===== config.mk =====
export PLATFORM = sky130hd
export DESIGN_NAME = pixel_gain_color_steering
export DESIGN_NICKNAME = d
export VERILOG_FILES = /design/src/verilog/afe_steer_pkg.sv /design/src/verilog/reg_write_if.sv /design/src/verilog/pixel_gain_color_steering.sv /design/src/verilog/serial_ctl_rx.sv /design/src/verilog/sample_fifo.sv
export VERILOG_INCLUDE_DIRS = /design/src /design/src/verilog
export SDC_FILE = /design/constraint.sdc
export NUM_CORES = 1
export LEC_CHECK = 0
export ABC_AREA = 1
export BUFFER_PORTS_ARGS = -buffer_cell sky130_fd_sc_hd__buf_2
export CAP_MARGIN = 25
export CORE_UTILIZATION = 60
export CTS_CLUSTER_SIZE = 14
export DETAILED_ROUTE_END_ITERATION = 8
export PLACE_DENSITY = 0.85
export SYNTH_ARGS = -nofsm -noshare
export SYNTH_HDL_FRONTEND = slang
export SYNTH_SLANG_ARGS = --single-unit
export TNS_END_PERCENT = 30

===== constraint.sdc =====
create_clock -name SYS_CLK_I -period 8.6 [get_ports SYS_CLK_I]
set_input_delay 1.29 -clock SYS_CLK_I [delete_from_list [all_inputs] [get_ports SYS_CLK_I]]
set_output_delay 1.29 -clock SYS_CLK_I [all_outputs]
set_load 0.01 [all_outputs]

===== src/verilog/afe_steer_regs.svh =====
// Register offsets, field positions and timing counts of the colour steering block.
// Assumes one 12-bit address and one 12-bit data word per serial write frame.
`ifndef AFE_STEER_REGS_SVH
`define AFE_STEER_REGS_SVH
// ---------------------------------------------------------------
// Register offsets
// ---------------------------------------------------------------
`define ADDR_OPERATION 12'h000
`define ADDR_VGA_GAIN 12'h004
`define ADDR_CLAMP_LEVEL 12'h005
`define ADDR_STEER_MODE 12'h006
`define ADDR_GAIN_BASE 12'h008
`define ADDR_REF_EDGE 12'h0E9
`define ADDR_DATA_EDGE 12'h0EA
// ---------------------------------------------------------------
// Field layout and widths
// ---------------------------------------------------------------
`define SER_ADDR_W 12
`define SER_DATA_W 12
`define SER_FRAME_BITS 5'h18
`define MODE_LSB 0
`define MODE_W 3
`define OP_CLAMP_OFF_BIT 5
`define OP_RATE_LSB 0
`define OP_RATE_W 2
`define GAIN_W 6
`define EDGE_W 6
`define VGA_W 10
`define CLAMP_W 8
`define ADC_W_NARROW 10
`define CLAMP_FRAC 2
// ---------------------------------------------------------------
// Reset values and timing
// ---------------------------------------------------------------
`define RESET_MODE 6'h00
`define RESET_EDGE 6'h00
`define RESET_VGA 10'h000
`define RESET_CLAMP 8'h00
`define RESET_OP 6'h00
`define HSYNC_LATENCY 8
`endif


===== src/verilog/afe_steer_pkg.sv =====
// Types shared by the colour steering block and its helpers.
// Assumes afe_steer_regs.svh is compiled alongside.
package afe_steer_pkg;
  typedef logic [5:0] gain_code_t;
  typedef logic [1:0] gain_index_t;
  typedef logic [9:0] vga_code_t;
  typedef logic [5:0] edge_pos_t;
  // Sync events as seen after the horizontal counter latency
  typedef struct packed {
    logic vd;
    logic hd;
    logic fld_fall;
    logic fld_rise;
    logic fld_even;
  } sync_evt_t;
  typedef enum logic [2:0] {
    MODE_MOSAIC_SEP, MODE_MOSAIC_INTLC, MODE_MOSAIC_REP, MODE_THREE_ONE,
    MODE_THREE_TWO, MODE_FOUR_ONE, MODE_FOUR_TWO, MODE_OFF
  } steer_mode_t;
  typedef enum logic {SER_IDLE, SER_SHIFT} ser_state_t;
endpackage


===== src/verilog/reg_write_if.sv =====
// Register write strobe from the serial port to the steering core.
// Assumes both ends run on the master clock.
`timescale 1ns/1ps
`include "afe_steer_regs.svh"
interface reg_write_if;
  logic valid;
  logic [`SER_ADDR_W-1:0] addr;
  logic [`SER_DATA_W-1:0] data;
  modport src(output valid, output addr, output data);
  modport dst(input valid, input addr, input data);
endinterface


===== src/verilog/pixel_gain_color_steering.sv =====
// Per-colour gain steering, variable gain, black clamp loop and sample edge control.
// Assumes sync and clamp pulses arrive asynchronously; converter words are on the master clock.
`timescale 1ns/1ps
`include "afe_steer_regs.svh"
module pixel_gain_color_steering #(
  parameter int ADC_W = 12,
  parameter int DAC_W = 10,
  parameter int FIFO_DEPTH = 8
) (
  input wire logic SYS_CLK_I,
  input wire logic RST_I,
  input wire logic SER_CLK_I,
  input wire logic SER_DATA_I,
  input wire logic SER_LOAD_I,
  input wire logic VERTICAL_SYNC_I,
  input wire logic HORIZONTAL_SYNC_I,
  input wire logic FIELD_INDICATOR_I,
  input wire logic OPTICAL_BLACK_CLAMP_PULSE_I,
  input wire logic DARK_PIXEL_INPUT_CLAMP_I,
  input wire logic [ADC_W-1:0] ADC_DATA_I,
  input wire logic ADC_VALID_I,
  output logic ADC_READY_O,
  output logic [ADC_W-1:0] PIXEL_DATA_O,
  output logic PIXEL_VALID_O,
  input wire logic PIXEL_READY_I,
  output afe_steer_pkg::gain_index_t GAIN_INDEX_O,
  output afe_steer_pkg::gain_code_t COLOR_GAIN_O,
  output afe_steer_pkg::vga_code_t VGA_GAIN_O,
  output logic [DAC_W-1:0] CLAMP_DAC_O,
  output logic INPUT_CLAMP_O,
  output afe_steer_pkg::edge_pos_t REF_EDGE_POS_O,
  output afe_steer_pkg::edge_pos_t DATA_EDGE_POS_O
);
  import afe_steer_pkg::*;
  localparam int LAT = `HSYNC_LATENCY;
  typedef struct packed {
    logic [2:0] vd_s;
    logic [2:0] hd_s;
    logic [2:0] fld_s;
    logic [2:0] ob_s;
    logic [1:0] dk_s;
    sync_evt_t [LAT-1:0] dly;
    logic [5:0] mode_reg;
    logic [3:0][`GAIN_W-1:0] gains;
    logic [`VGA_W-1:0] vga_reg;
    logic [`CLAMP_W-1:0] clamp_reg;
    logic [5:0] op_reg;
    logic [`EDGE_W-1:0] ref_edge_reg;
    logic [`EDGE_W-1:0] data_edge_reg;
    logic line_sel;
    logic [1:0] pos;
    gain_index_t idx;
    gain_code_t gain;
    logic signed [15:0] acc;
    logic [2:0] line_cnt;
    logic [DAC_W-1:0] corr;
    logic [DAC_W-1:0] dac;
    logic in_clamp;
  } core_t;
  core_t s_reg, s_next;
  reg_write_if wr_if ();
  steer_mode_t mode;
  sync_evt_t ev, cur;
  logic alt_line, clamp_off, ob_end;
  logic [ADC_W+1:0] adc_q, tgt_q;
  // ---------------------------------------------------------------
  // Helpers
  // ---------------------------------------------------------------
  // Last pattern position of a mode
  function automatic logic [1:0] last_pos(input steer_mode_t m);
    case (m)
      MODE_THREE_ONE, MODE_THREE_TWO: last_pos = 2'h2;
      MODE_FOUR_ONE, MODE_FOUR_TWO: last_pos = 2'h3;
      MODE_OFF: last_pos = 2'h0;
      default: last_pos = 2'h1;
    endcase
  endfunction
  // Gain index for a pattern line and position
  function automatic gain_index_t pattern_index(input steer_mode_t m, input logic ln, input logic [1:0] p);
    case (m)
      MODE_MOSAIC_SEP, MODE_MOSAIC_INTLC: pattern_index = {ln, p[0]};
      MODE_MOSAIC_REP: pattern_index = {1'b0, p[0]} + {1'b0, ln};
      MODE_THREE_TWO: pattern_index = ln ? 2'h2 - p : p;
      MODE_FOUR_TWO: pattern_index = p + {ln, 1'b0};
      MODE_THREE_ONE, MODE_FOUR_ONE: pattern_index = p;
      default: pattern_index = 2'h0;
    endcase
  endfunction
  // Saturating one-step move of the clamp correction
  function automatic logic [DAC_W-1:0] corr_step(input logic [DAC_W-1:0] c, input logic up);
    if (up) begin
      corr_step = (c == '1) ? c : c + DAC_W'(1);
    end else begin
      corr_step = (c == '0) ? c : c - DAC_W'(1);
    end
  endfunction
  // ---------------------------------------------------------------
  // Submodules
  // ---------------------------------------------------------------
  // Serial register writes
  serial_ctl_rx u_rx (
    .clk_i(SYS_CLK_I),
    .rst_i(RST_I),
    .sck_i(SER_CLK_I),
    .sdata_i(SER_DATA_I),
    .sload_i(SER_LOAD_I),
    .wr(wr_if.src)
  );
  // Converter word buffer
  sample_fifo #(.WIDTH(ADC_W), .DEPTH(FIFO_DEPTH)) u_fifo (
    .clk_i(SYS_CLK_I),
    .rst_i(RST_I),
    .in_data_i(ADC_DATA_I),
    .in_valid_i(ADC_VALID_I),
    .in_ready_o(ADC_READY_O),
    .out_data_o(PIXEL_DATA_O),
    .out_valid_o(PIXEL_VALID_O),
    .out_ready_i(PIXEL_READY_I)
  );
  // ---------------------------------------------------------------
  // Next state
  // ---------------------------------------------------------------
  always_comb begin
    s_next = s_reg;
    // Two-stage synchronisers, third stage for edge detection except on the dark clamp input
    s_next.vd_s = {s_reg.vd_s[1:0], VERTICAL_SYNC_I};
    s_next.hd_s = {s_reg.hd_s[1:0], HORIZONTAL_SYNC_I};
    s_next.fld_s = {s_reg.fld_s[1:0], FIELD_INDICATOR_I};
    s_next.ob_s = {s_reg.ob_s[1:0], OPTICAL_BLACK_CLAMP_PULSE_I};
    s_next.dk_s = {s_reg.dk_s[0], DARK_PIXEL_INPUT_CLAMP_I};
    // Register writes
    if (wr_if.valid) begin
      case (wr_if.addr)
        `ADDR_STEER_MODE: s_next.mode_reg = wr_if.data[5:0];
        `ADDR_VGA_GAIN: s_next.vga_reg = wr_if.data[`VGA_W-1:0];
        `ADDR_CLAMP_LEVEL: s_next.clamp_reg = wr_if.data[`CLAMP_W-1:0];
        `ADDR_OPERATION: s_next.op_reg = wr_if.data[5:0];
        `ADDR_REF_EDGE: s_next.ref_edge_reg = wr_if.data[`EDGE_W-1:0];
        `ADDR_DATA_EDGE: s_next.data_edge_reg = wr_if.data[`EDGE_W-1:0];
        default: begin
          if (wr_if.addr[`SER_ADDR_W-1:2] == `ADDR_GAIN_BASE >> 2) begin
            s_next.gains[wr_if.addr[1:0]] = wr_if.data[`GAIN_W-1:0];
          end
        end
      endcase
    end
    // Sync edges, delayed to the horizontal counter reset
    cur.vd = s_reg.vd_s[2] && !s_reg.vd_s[1];
    cur.hd = s_reg.hd_s[2] && !s_reg.hd_s[1];
    cur.fld_fall = s_reg.fld_s[2] && !s_reg.fld_s[1];
    cur.fld_rise = !s_reg.fld_s[2] && s_reg.fld_s[1];
    cur.fld_even = s_reg.fld_s[1];
    s_next.dly = {s_reg.dly[LAT-2:0], cur};
    ev = s_reg.dly[LAT-1];
    mode = steer_mode_t'(s_reg.mode_reg[`MODE_LSB +: `MODE_W]);
    alt_line = (mode == MODE_MOSAIC_SEP) || (mode == MODE_MOSAIC_REP) || (mode == MODE_THREE_TWO)
      || (mode == MODE_FOUR_TWO);
    // Steering position advance
    s_next.pos = (s_reg.pos >= last_pos(mode)) ? 2'h0 : s_reg.pos + 2'h1;
    if (mode == MODE_MOSAIC_INTLC) begin
      if (ev.fld_fall) begin
        s_next.line_sel = 1'b0;
        s_next.pos = 2'h0;
      end else if (ev.fld_rise) begin
        s_next.line_sel = 1'b1;
        s_next.pos = 2'h0;
      end else if (ev.hd) begin
        s_next.line_sel = ev.fld_even;
        s_next.pos = 2'h0;
      end
    end else if (ev.vd) begin
      s_next.line_sel = 1'b0;
      s_next.pos = 2'h0;
    end else if (ev.hd) begin
      s_next.line_sel = alt_line ? !s_reg.line_sel : 1'b0;
      s_next.pos = 2'h0;
    end
    s_next.idx = pattern_index(mode, s_next.line_sel, s_next.pos);
    s_next.gain = s_next.gains[s_next.idx];
    // Optical black clamp loop
    clamp_off = s_reg.op_reg[`OP_CLAMP_OFF_BIT];
    adc_q = {ADC_DATA_I, 2'h0};
    tgt_q = (ADC_W == `ADC_W_NARROW) ? (ADC_W+2)'(s_reg.clamp_reg)
      : (ADC_W+2)'({s_reg.clamp_reg, 2'h0});
    ob_end = s_reg.ob_s[2] && !s_reg.ob_s[1];
    if (clamp_off) begin
      s_next.acc = 16'sh0000;
      s_next.line_cnt = 3'h0;
    end else if (ob_end) begin
      s_next.acc = 16'sh0000;
      if (s_reg.line_cnt == 3'((4'h1 << s_reg.op_reg[`OP_RATE_LSB +: `OP_RATE_W]) - 4'h1)) begin
        s_next.line_cnt = 3'h0;
        if (s_reg.acc != 16'sh0000) begin
          // Words mostly below target raise the correction, so the loop closes
          s_next.corr = corr_step(s_reg.corr, s_reg.acc > 16'sh0000);
        end
      end else begin
        s_next.line_cnt = s_reg.line_cnt + 3'h1;
      end
    end else if (s_reg.ob_s[1] && ADC_VALID_I) begin
      if (adc_q > tgt_q) begin
        s_next.acc = s_reg.acc - 16'sh0001;
      end else if (adc_q < tgt_q) begin
        s_next.acc = s_reg.acc + 16'sh0001;
      end
    end
    s_next.dac = clamp_off ? DAC_W'(s_next.clamp_reg) : s_next.corr;
    s_next.in_clamp = s_reg.dk_s[1];
  end
  // State register
  always_ff @(posedge SYS_CLK_I) begin
    if (RST_I) begin
      // Vertical and horizontal sync stages start at the idle high level so no edge follows reset; field and clamp stages start low
      s_reg <= '{vd_s: 3'h7, hd_s: 3'h7, fld_s: 3'h0, ob_s: 3'h0, dk_s: 2'h0, dly: '0,
        mode_reg: `RESET_MODE, gains: '0, vga_reg: `RESET_VGA, clamp_reg: `RESET_CLAMP,
        op_reg: `RESET_OP, ref_edge_reg: `RESET_EDGE, data_edge_reg: `RESET_EDGE,
        line_sel: 1'b0, pos: 2'h0, idx: 2'h0, gain: '0, acc: 16'sh0000, line_cnt: 3'h0,
        corr: '0, dac: '0, in_clamp: 1'b0};
    end else begin
      s_reg <= s_next;
    end
  end
  // Outputs
  assign GAIN_INDEX_O = s_reg.idx;
  assign COLOR_GAIN_O = s_reg.gain;
  assign VGA_GAIN_O = s_reg.vga_reg;
  assign CLAMP_DAC_O = s_reg.dac;
  assign INPUT_CLAMP_O = s_reg.in_clamp;
  assign REF_EDGE_POS_O = s_reg.ref_edge_reg;
  assign DATA_EDGE_POS_O = s_reg.data_edge_reg;
endmodule


===== src/verilog/serial_ctl_rx.sv =====
// Three-wire serial write port: address then data, MSB first.
// Assumes serial pins are asynchronous to the master clock.
`timescale 1ns/1ps
`include "afe_steer_regs.svh"
module serial_ctl_rx (
  input wire logic clk_i,
  input wire logic rst_i,
  input wire logic sck_i,
  input wire logic sdata_i,
  input wire logic sload_i,
  reg_write_if.src wr
);
  import afe_steer_pkg::*;
  typedef struct packed {
    logic [2:0] sck_s;
    logic [1:0] sd_s;
    logic [2:0] sl_s;
    ser_state_t state;
    logic [4:0] cnt;
    logic [`SER_ADDR_W+`SER_DATA_W-1:0] shreg;
    logic valid;
  } rx_t;
  rx_t s_reg, s_next;
  // ---------------------------------------------------------------
  // Frame decoder
  // ---------------------------------------------------------------
  always_comb begin
    s_next = s_reg;
    s_next.sck_s = {s_reg.sck_s[1:0], sck_i};
    s_next.sd_s = {s_reg.sd_s[0], sdata_i};
    s_next.sl_s = {s_reg.sl_s[1:0], sload_i};
    s_next.valid = 1'b0;
    case (s_reg.state)
      SER_IDLE: begin
        s_next.cnt = 5'h00;
        if (!s_reg.sl_s[1]) begin
          s_next.state = SER_SHIFT;
        end
      end
      SER_SHIFT: begin
        if (s_reg.sck_s[1] && !s_reg.sck_s[2]) begin
          s_next.shreg = {s_reg.shreg[`SER_ADDR_W+`SER_DATA_W-2:0], s_reg.sd_s[1]};
          // Saturate past the frame length so that a long frame never looks complete
          if (s_reg.cnt != '1) begin
            s_next.cnt = s_reg.cnt + 5'h01;
          end
        end
        if (s_reg.sl_s[1]) begin
          s_next.valid = (s_reg.cnt == `SER_FRAME_BITS); // Short or long frames are dropped
          s_next.state = SER_IDLE;
        end
      end
      default: s_next.state = SER_IDLE;
    endcase
  end
  // State register
  always_ff @(posedge clk_i) begin
    if (rst_i) begin
      s_reg <= '{sck_s: 3'h0, sd_s: 2'h0, sl_s: 3'h7, state: SER_IDLE, cnt: 5'h00, shreg: '0, valid: 1'b0};
    end else begin
      s_reg <= s_next;
    end
  end
  assign wr.valid = s_reg.valid;
  assign wr.addr = s_reg.shreg[`SER_ADDR_W+`SER_DATA_W-1:`SER_DATA_W];
  assign wr.data = s_reg.shreg[`SER_DATA_W-1:0];
endmodule


===== src/verilog/sample_fifo.sv =====
// Converter word FIFO with a registered output stage.
// Assumes producer and consumer share the master clock.
`timescale 1ns/1ps
module sample_fifo #(
  parameter int WIDTH = 12,
  parameter int DEPTH = 8
) (
  input wire logic clk_i,
  input wire logic rst_i,
  input wire logic [WIDTH-1:0] in_data_i,
  input wire logic in_valid_i,
  output logic in_ready_o,
  output logic [WIDTH-1:0] out_data_o,
  output logic out_valid_o,
  input wire logic out_ready_i
);
  localparam int AW = $clog2(DEPTH);
  typedef struct packed {
    logic [DEPTH-1:0][WIDTH-1:0] mem;
    logic [AW-1:0] wp;
    logic [AW-1:0] rp;
    logic [AW:0] cnt;
    logic in_rdy;
    logic ov;
    logic [WIDTH-1:0] od;
  } fifo_t;
  fifo_t s_reg, s_next;
  logic push, pop;
  // Pointer advance with wrap at DEPTH
  function automatic logic [AW-1:0] bump(input logic [AW-1:0] p);
    bump = (p == AW'(DEPTH - 1)) ? '0 : p + AW'(1);
  endfunction
  // ---------------------------------------------------------------
  // Storage and output stage
  // ---------------------------------------------------------------
  always_comb begin
    s_next = s_reg;
    push = in_valid_i && s_reg.in_rdy;
    pop = (s_reg.cnt != '0) && (!s_reg.ov || out_ready_i);
    if (s_reg.ov && out_ready_i) begin
      s_next.ov = 1'b0;
    end
    if (pop) begin
      s_next.od = s_reg.mem[s_reg.rp];
      s_next.ov = 1'b1;
      s_next.rp = bump(s_reg.rp);
    end
    if (push) begin
      s_next.mem[s_reg.wp] = in_data_i;
      s_next.wp = bump(s_reg.wp);
    end
    s_next.cnt = s_reg.cnt + (AW+1)'(push) - (AW+1)'(pop);
    s_next.in_rdy = (s_next.cnt != (AW+1)'(DEPTH)); // Full stalls the source
  end
  // State register
  always_ff @(posedge clk_i) begin
    if (rst_i) begin
      s_reg <= '{mem: '0, wp: '0, rp: '0, cnt: '0, in_rdy: 1'b1, ov: 1'b0, od: '0};
    end else begin
      s_reg <= s_next;
    end
  end
  assign in_ready_o = s_reg.in_rdy;
  assign out_data_o = s_reg.od;
  assign out_valid_o = s_reg.ov;
endmodule


== Word level (Yosys, flattened, before mapping) ==
Index checks and enable logic that the tools add are counted.

* Input port bits: 24
* Output and inout port bits: 55
* Flip-flop bits (word level): 329
* Logic and storage cells: 231

* Muxes and demuxes: 48
* Reduce and logical (&&, ||, !) cells: 47
* Equality and inequality tests: 22
* Bitwise operators: 2
* $add $sub $neg: 15
* Order comparisons: 10
* Shift-type cells: 1

{| class="wikitable"
|+ Operators by type and width
! cell !! count
|-
| $bwmux W96 || 1
|-
| $mux W10 || 8
|-
| $mux W60 || 1
|-
| $mux W24 || 2
|-
| $bmux W12 S3 || 1
|-
| $demux W12 S3 || 1
|-
| $eq A12 B3 Y1 const B || 3
|-
| $mux W16 || 2
|-
| $mux W6 || 5
|-
| $mux W29 || 1
|-
| $mux W3 || 9
|-
| $bwmux W24 || 1
|-
| $eq A12 B8 Y1 const B || 2
|-
| $mux W12 || 2
|-
| $eq A3 B3 Y1 const B || 6
|-
| $add A16 B2 Y16 const B || 1
|-
| $gt A16 B1 Y1 const B || 1
|-
| $mux W8 || 2
|-
| $reduce_and A2 Y1 || 8
|-
| $reduce_bool A16 Y1 || 1
|-
| $sub A16 B2 Y16 const B || 1
|-
| $gt A14 B10 Y1 || 1
|-
| $lt A14 B10 Y1 || 1
|-
| $mux W13 || 1
|-
| 46 further kinds || 83
|}

== Logic depth before layout (Yosys ltp) ==
* Depth after elaboration: 14
* Mapped depth: 23
* Gate-level depth less buffers: 21

== By module ==
A second synthesis with hierarchy kept.

* Cells, all modules: 2128
* Area total of the unflattened synthesis: 15185.8 um^2

{| class="wikitable"
|+ By module, submodules not included
! module !! area each (um^2) !! sequential area each (um^2) !! cells each !! times used
|-
| pixel_gain_color_steering || 8242.9 || 3283.1 || 1182 || 1
|-
| sample_fifo || 5381.4 || 2402.3 || 749 || 1
|-
| serial_ctl_rx || 1561.5 || 760.7 || 197 || 1
|}

== Least setup slack after synthesis ==
Ideal clock, no wire load.

* Path kind: input -> register
* From: input port ADC_DATA_I[0]
* To: register s_reg[39] (netlist bit)
* Arrival time: 3961 ps
* Path buffers: 0
* Required time: 8487 ps
* Library setup time: 113 ps
* Path slack: 4526 ps
* Stages: 17
* Path through: clkinv_1 -> ha_1 -> nor2_1 -> nor2_1 -> o21ai_1 -> nand2_1 -> a21oi_1 -> ha_1 -> a21oi_1 -> o21ai_1 -> inv_1 -> nand2_1 -> and2_1 -> o21ai_0 -> nand3_1 -> nor2_1 -> nor2_1

* Longest elaborated chain between the ends: 3
* Elaborated cells on any way between the ends: 5
* Those cells by class: order compare: 2; mux: 1; reduce/logical: 2

{| class="wikitable"
|+ Ends and longest elaborated chain
! what !! line !! RTL
|-
| from (decl) || pixel_gain_color_steering.sv:20 || <nowiki>input wire logic [ADC_W-1:0] ADC_DATA_I,</nowiki>
|-
| $gt A14 B10 Y1 or $lt A14 B10 Y1 (tied branches) || pixel_gain_color_steering.sv:201, pixel_gain_color_steering.sv:203 ||
|-
| $reduce_bool A2 Y1 (no source line) || - ||
|-
| $reduce_and A2 Y1 (no source line) || - ||
|-
| to (signal assigned) || pixel_gain_color_steering.sv:214 || <nowiki>s_reg <= '{vd_s: 3'h7, hd_s: 3'h7, fld_s: 3'h0, ob_s: 3'h0, dk_s: 2'h0, dly: '0,</nowiki>
|-
| to (signal assigned) || pixel_gain_color_steering.sv:220 || <nowiki>s_reg <= s_next;</nowiki>
|-
| to (decl) || pixel_gain_color_steering.sv:60 || <nowiki>core_t s_reg, s_next;</nowiki>
|}

Several ways; a longest one is shown, not always the timed one.
A chain may end at the register's enable or synchronous reset.

== Final worst setup path ==
Ends and elaborated chain as after synthesis.

==> impl_metrics.ini <==
[run_status]
outcome = finished clean

[place]
dpl.hpwl_mm = 21.38
dpl-instance-area_sq_um = 14520
place_congestion = 0.9203
port_buffers = 78

[detailed_routing]
ant_nets = 0
wl_per_cell_um = 14.63
routed_wl_mm = 33.59
route.detailed.drc = 0
vias = 12630
via_per_inst = 5.502
firstDrtPassIters = 6
drt_iter0_markers = 1139

[timing]
slew_headroom_pct = 30.11
fin_tns_setup_ns = 0
worst_pin_slew_ns = 1.047
min_period_ns = 3.919
setup_viol = 0
slew_viol_final = 0
fmax_mhz = 255.2
finalCritPeriodShare_pct = 45.57
skew_ns = 0.01565
rsz0062_at_grt = no
hold_viol = 0

[synthesis]
postSynthAreaPerCell_sq_um = 7.292
yosysTopAreaCellShare_pct = 44.62
synth_area_leaders = dfxtp_1, nor2_1, o21ai_0, inv_1, nand2_1
synth_ff_type = dfxtp_1
synth_edf_count = 0
synthCells = 1981
async_flop_share_pct = 0
ys_seq_area_share_pct = 44.62
synth.distinct_cells = 45
synth_nets = 2047
yosys_warnings = 0
synth_area_leader_cell = dfxtp_1
syn_area_sq_um = 14450
synth_seq_cells = 322

[setup_path]
critical-path-slowest-cell = a21oi_1
critPathRequiredTime_ns = 9.09
crit_top_cell = nand2_1
start_kind = input port
worstPathMaxFanout = 11
max_stage_delay_ns = 0.46
critical_path_class = input port to register
cpLargestDelayFamily = compound AO/OA/AOI/OAI gates
end_kind = register
path_cells = buf_2 -> clkinv_1 -> ha_1 -> nor2_1 -> nor2_1 -> o21ai_1 -> nand2_1 -> a21oi_1 -> buf_6 -> ha_1 -> a21oi_1 -> o21ai_1 -> inv_1 -> nand2_1 -> and2_1 -> o21ai_0 -> nand3_1 -> nand2_1 -> nand2_1 -> nor2_1
crit_buf_inv = 4
critPathArrivalTime_ns = 4.41

[final_layout]
fin_nets = 2019
drive_gt1_share_pct = 10.27
largest_register_ff_count = 106
layout_common_cells = nor2_1, dfxtp_1, inv_1
design_area_sq_um = 15630
diodes = 0
syn2layout_area_growth_pct = 8.211
mostFrequentLayoutCell = nor2_1

[global_routing]
gr-total-overflow = 0
antenna_found_initial = 1
track_usage_pct = 27.26
grt_pass1_wl_mm = 55.13
grt_pass1_vias = 11710
grt_max_degree = 103

[power_and_ir_drop]
ir_worst_vdd_mv = 0.2107
leakage_nw = 7.018
power.density_nw_per_um2 = 256.7

[clock_tree]
cts_tree = done
clockBufferDepth = 3
cts_sinks = 322
post_cts_buffers = 0
root_buffer = clkbuf_16
htree_levels = 1
ctsHoldBuffers = 0
worst_skew_pair.late_latency_ns = 0.56
numCtsBuffers = 31
clkTransAtPathRegs_ns = 0.06
cts-resized-gates = 0

[floorplan]
die_h_um = 157.2
start_util_pct = 61.36
core_sq_um = 23540
die_w_um = 157.2
fp-row-count = 56
die_area_sq_um = 24700
io_pins = 79

[hold_path]
hold_class = register to register

[run]
cap_violations = 0
## worst paths after layout
check | cells past startpoint | from | endpoint | slack (ns)
worst max-delay path | 20 | ADC_DATA_I[0] | s_reg[39]$_SDFFE_PP0P_ | 4.68
worst min-delay path | 2 | s_next[123]$_SDFF_PP0_ | s_next[128]$_SDFF_PP0_ | 0.40
worst max register to register | 18 | s_reg[74]$_SDFF_PP0_ | s_reg[39]$_SDFFE_PP0P_ | 5.35
worst min register to register | 2 | s_next[123]$_SDFF_PP0_ | s_next[128]$_SDFF_PP0_ | 0.40
## stage by stage
stage,cells,setup slack [ns],power (mW),hold WS (ns),util (%)
2_1_floorplan,1981,4.526,2.374,0.3858,-
3_3_place_gp,2237,3.817,2.547,0.3882,61.61
3_5_place_dp,2238,4.210,2.574,0.3932,61.66
4_1_cts,2295,4.726,4.005,0.3987,66.34
5_1_grt,2296,4.269,4.212,0.4137,66.40
6_report,2296,4.681,4.013,0.3995,66.40
## where the power goes
group	internal [mW]	switching [mW]	leakage [nW]	total (mW)
logic	0.287	0.597	3.86	0.884
registers	1.61	0.0784	2.61	1.69
clock network	0.868	0.573	0.544	1.44
total	2.76	1.25	7.02	4.01
## kinds of logic after synthesis
family,synth area share [%]
xor gates and xnor gates,1.213
and+or+nand+nor,21.97
DFF,44.62
buffers and inverters,12.14
adders and majority gates,3.742
AOI/OAI and AO/OA,16.24
muxes,0.06929
## cells in the mapped netlist, types with 3 or more instances
| cell | instances |
|---|---|
| clkinv_1 | 3 |
| o21a_1 | 6 |
| inv_2 | 22 |
| nand3_1 | 50 |
| o22ai_1 | 12 |
| xnor2_1 | 7 |
| nor2_2 | 9 |
| nand4_1 | 29 |
| o21ai_0 | 207 |
| buf_2 | 9 |
| nand2_2 | 4 |
| or2_2 | 8 |
| buf_1 | 5 |
| xor2_1 | 13 |
| nand2_1 | 210 |
| nor2_1 | 429 |
| o211ai_1 | 16 |
| a21oi_1 | 120 |
| a211oi_1 | 12 |
| buf_4 | 57 |
| inv_1 | 220 |
| nor3_1 | 12 |
| nand3_2 | 3 |
| nor3_2 | 4 |
| buf_6 | 3 |
| o221ai_1 | 12 |
| clkbuf_1 | 73 |
| o21ai_1 | 35 |
| ha_1 | 40 |
| nand3b_1 | 3 |
| dfxtp_1 | 322 |
| clkbuf_2 | 7 |
## tightest hold or removal path: cells and delay by family (launching register included)
kind	cells	cell delay, ns
AND/OR/NAND/NOR	1	0.03
flip-flops	1	0.29
buffers and inverters	1	0.04
## final cells by class
cell class                      instances  area (sq um)
Sequential cell                       322          6446
Clock inverter                         12         173.9
Clock buffer                           45         928.4
Multi-Input combinational cell       1260          6248
Inverter                              245         919.6
Timing Repair Buffer                   93         516.7
Tap cell                              319         399.1
Fill cell                            1942          7910
## layer usage
metal  routed length [um]  global-route usage [%]
met5                   13                       0
met4                  960                   10.17
met3                 2275                   3.249
met2                16040                   47.87
met1                14290                   34.14
Note: power is estimated with default switching activity, not from simulation.
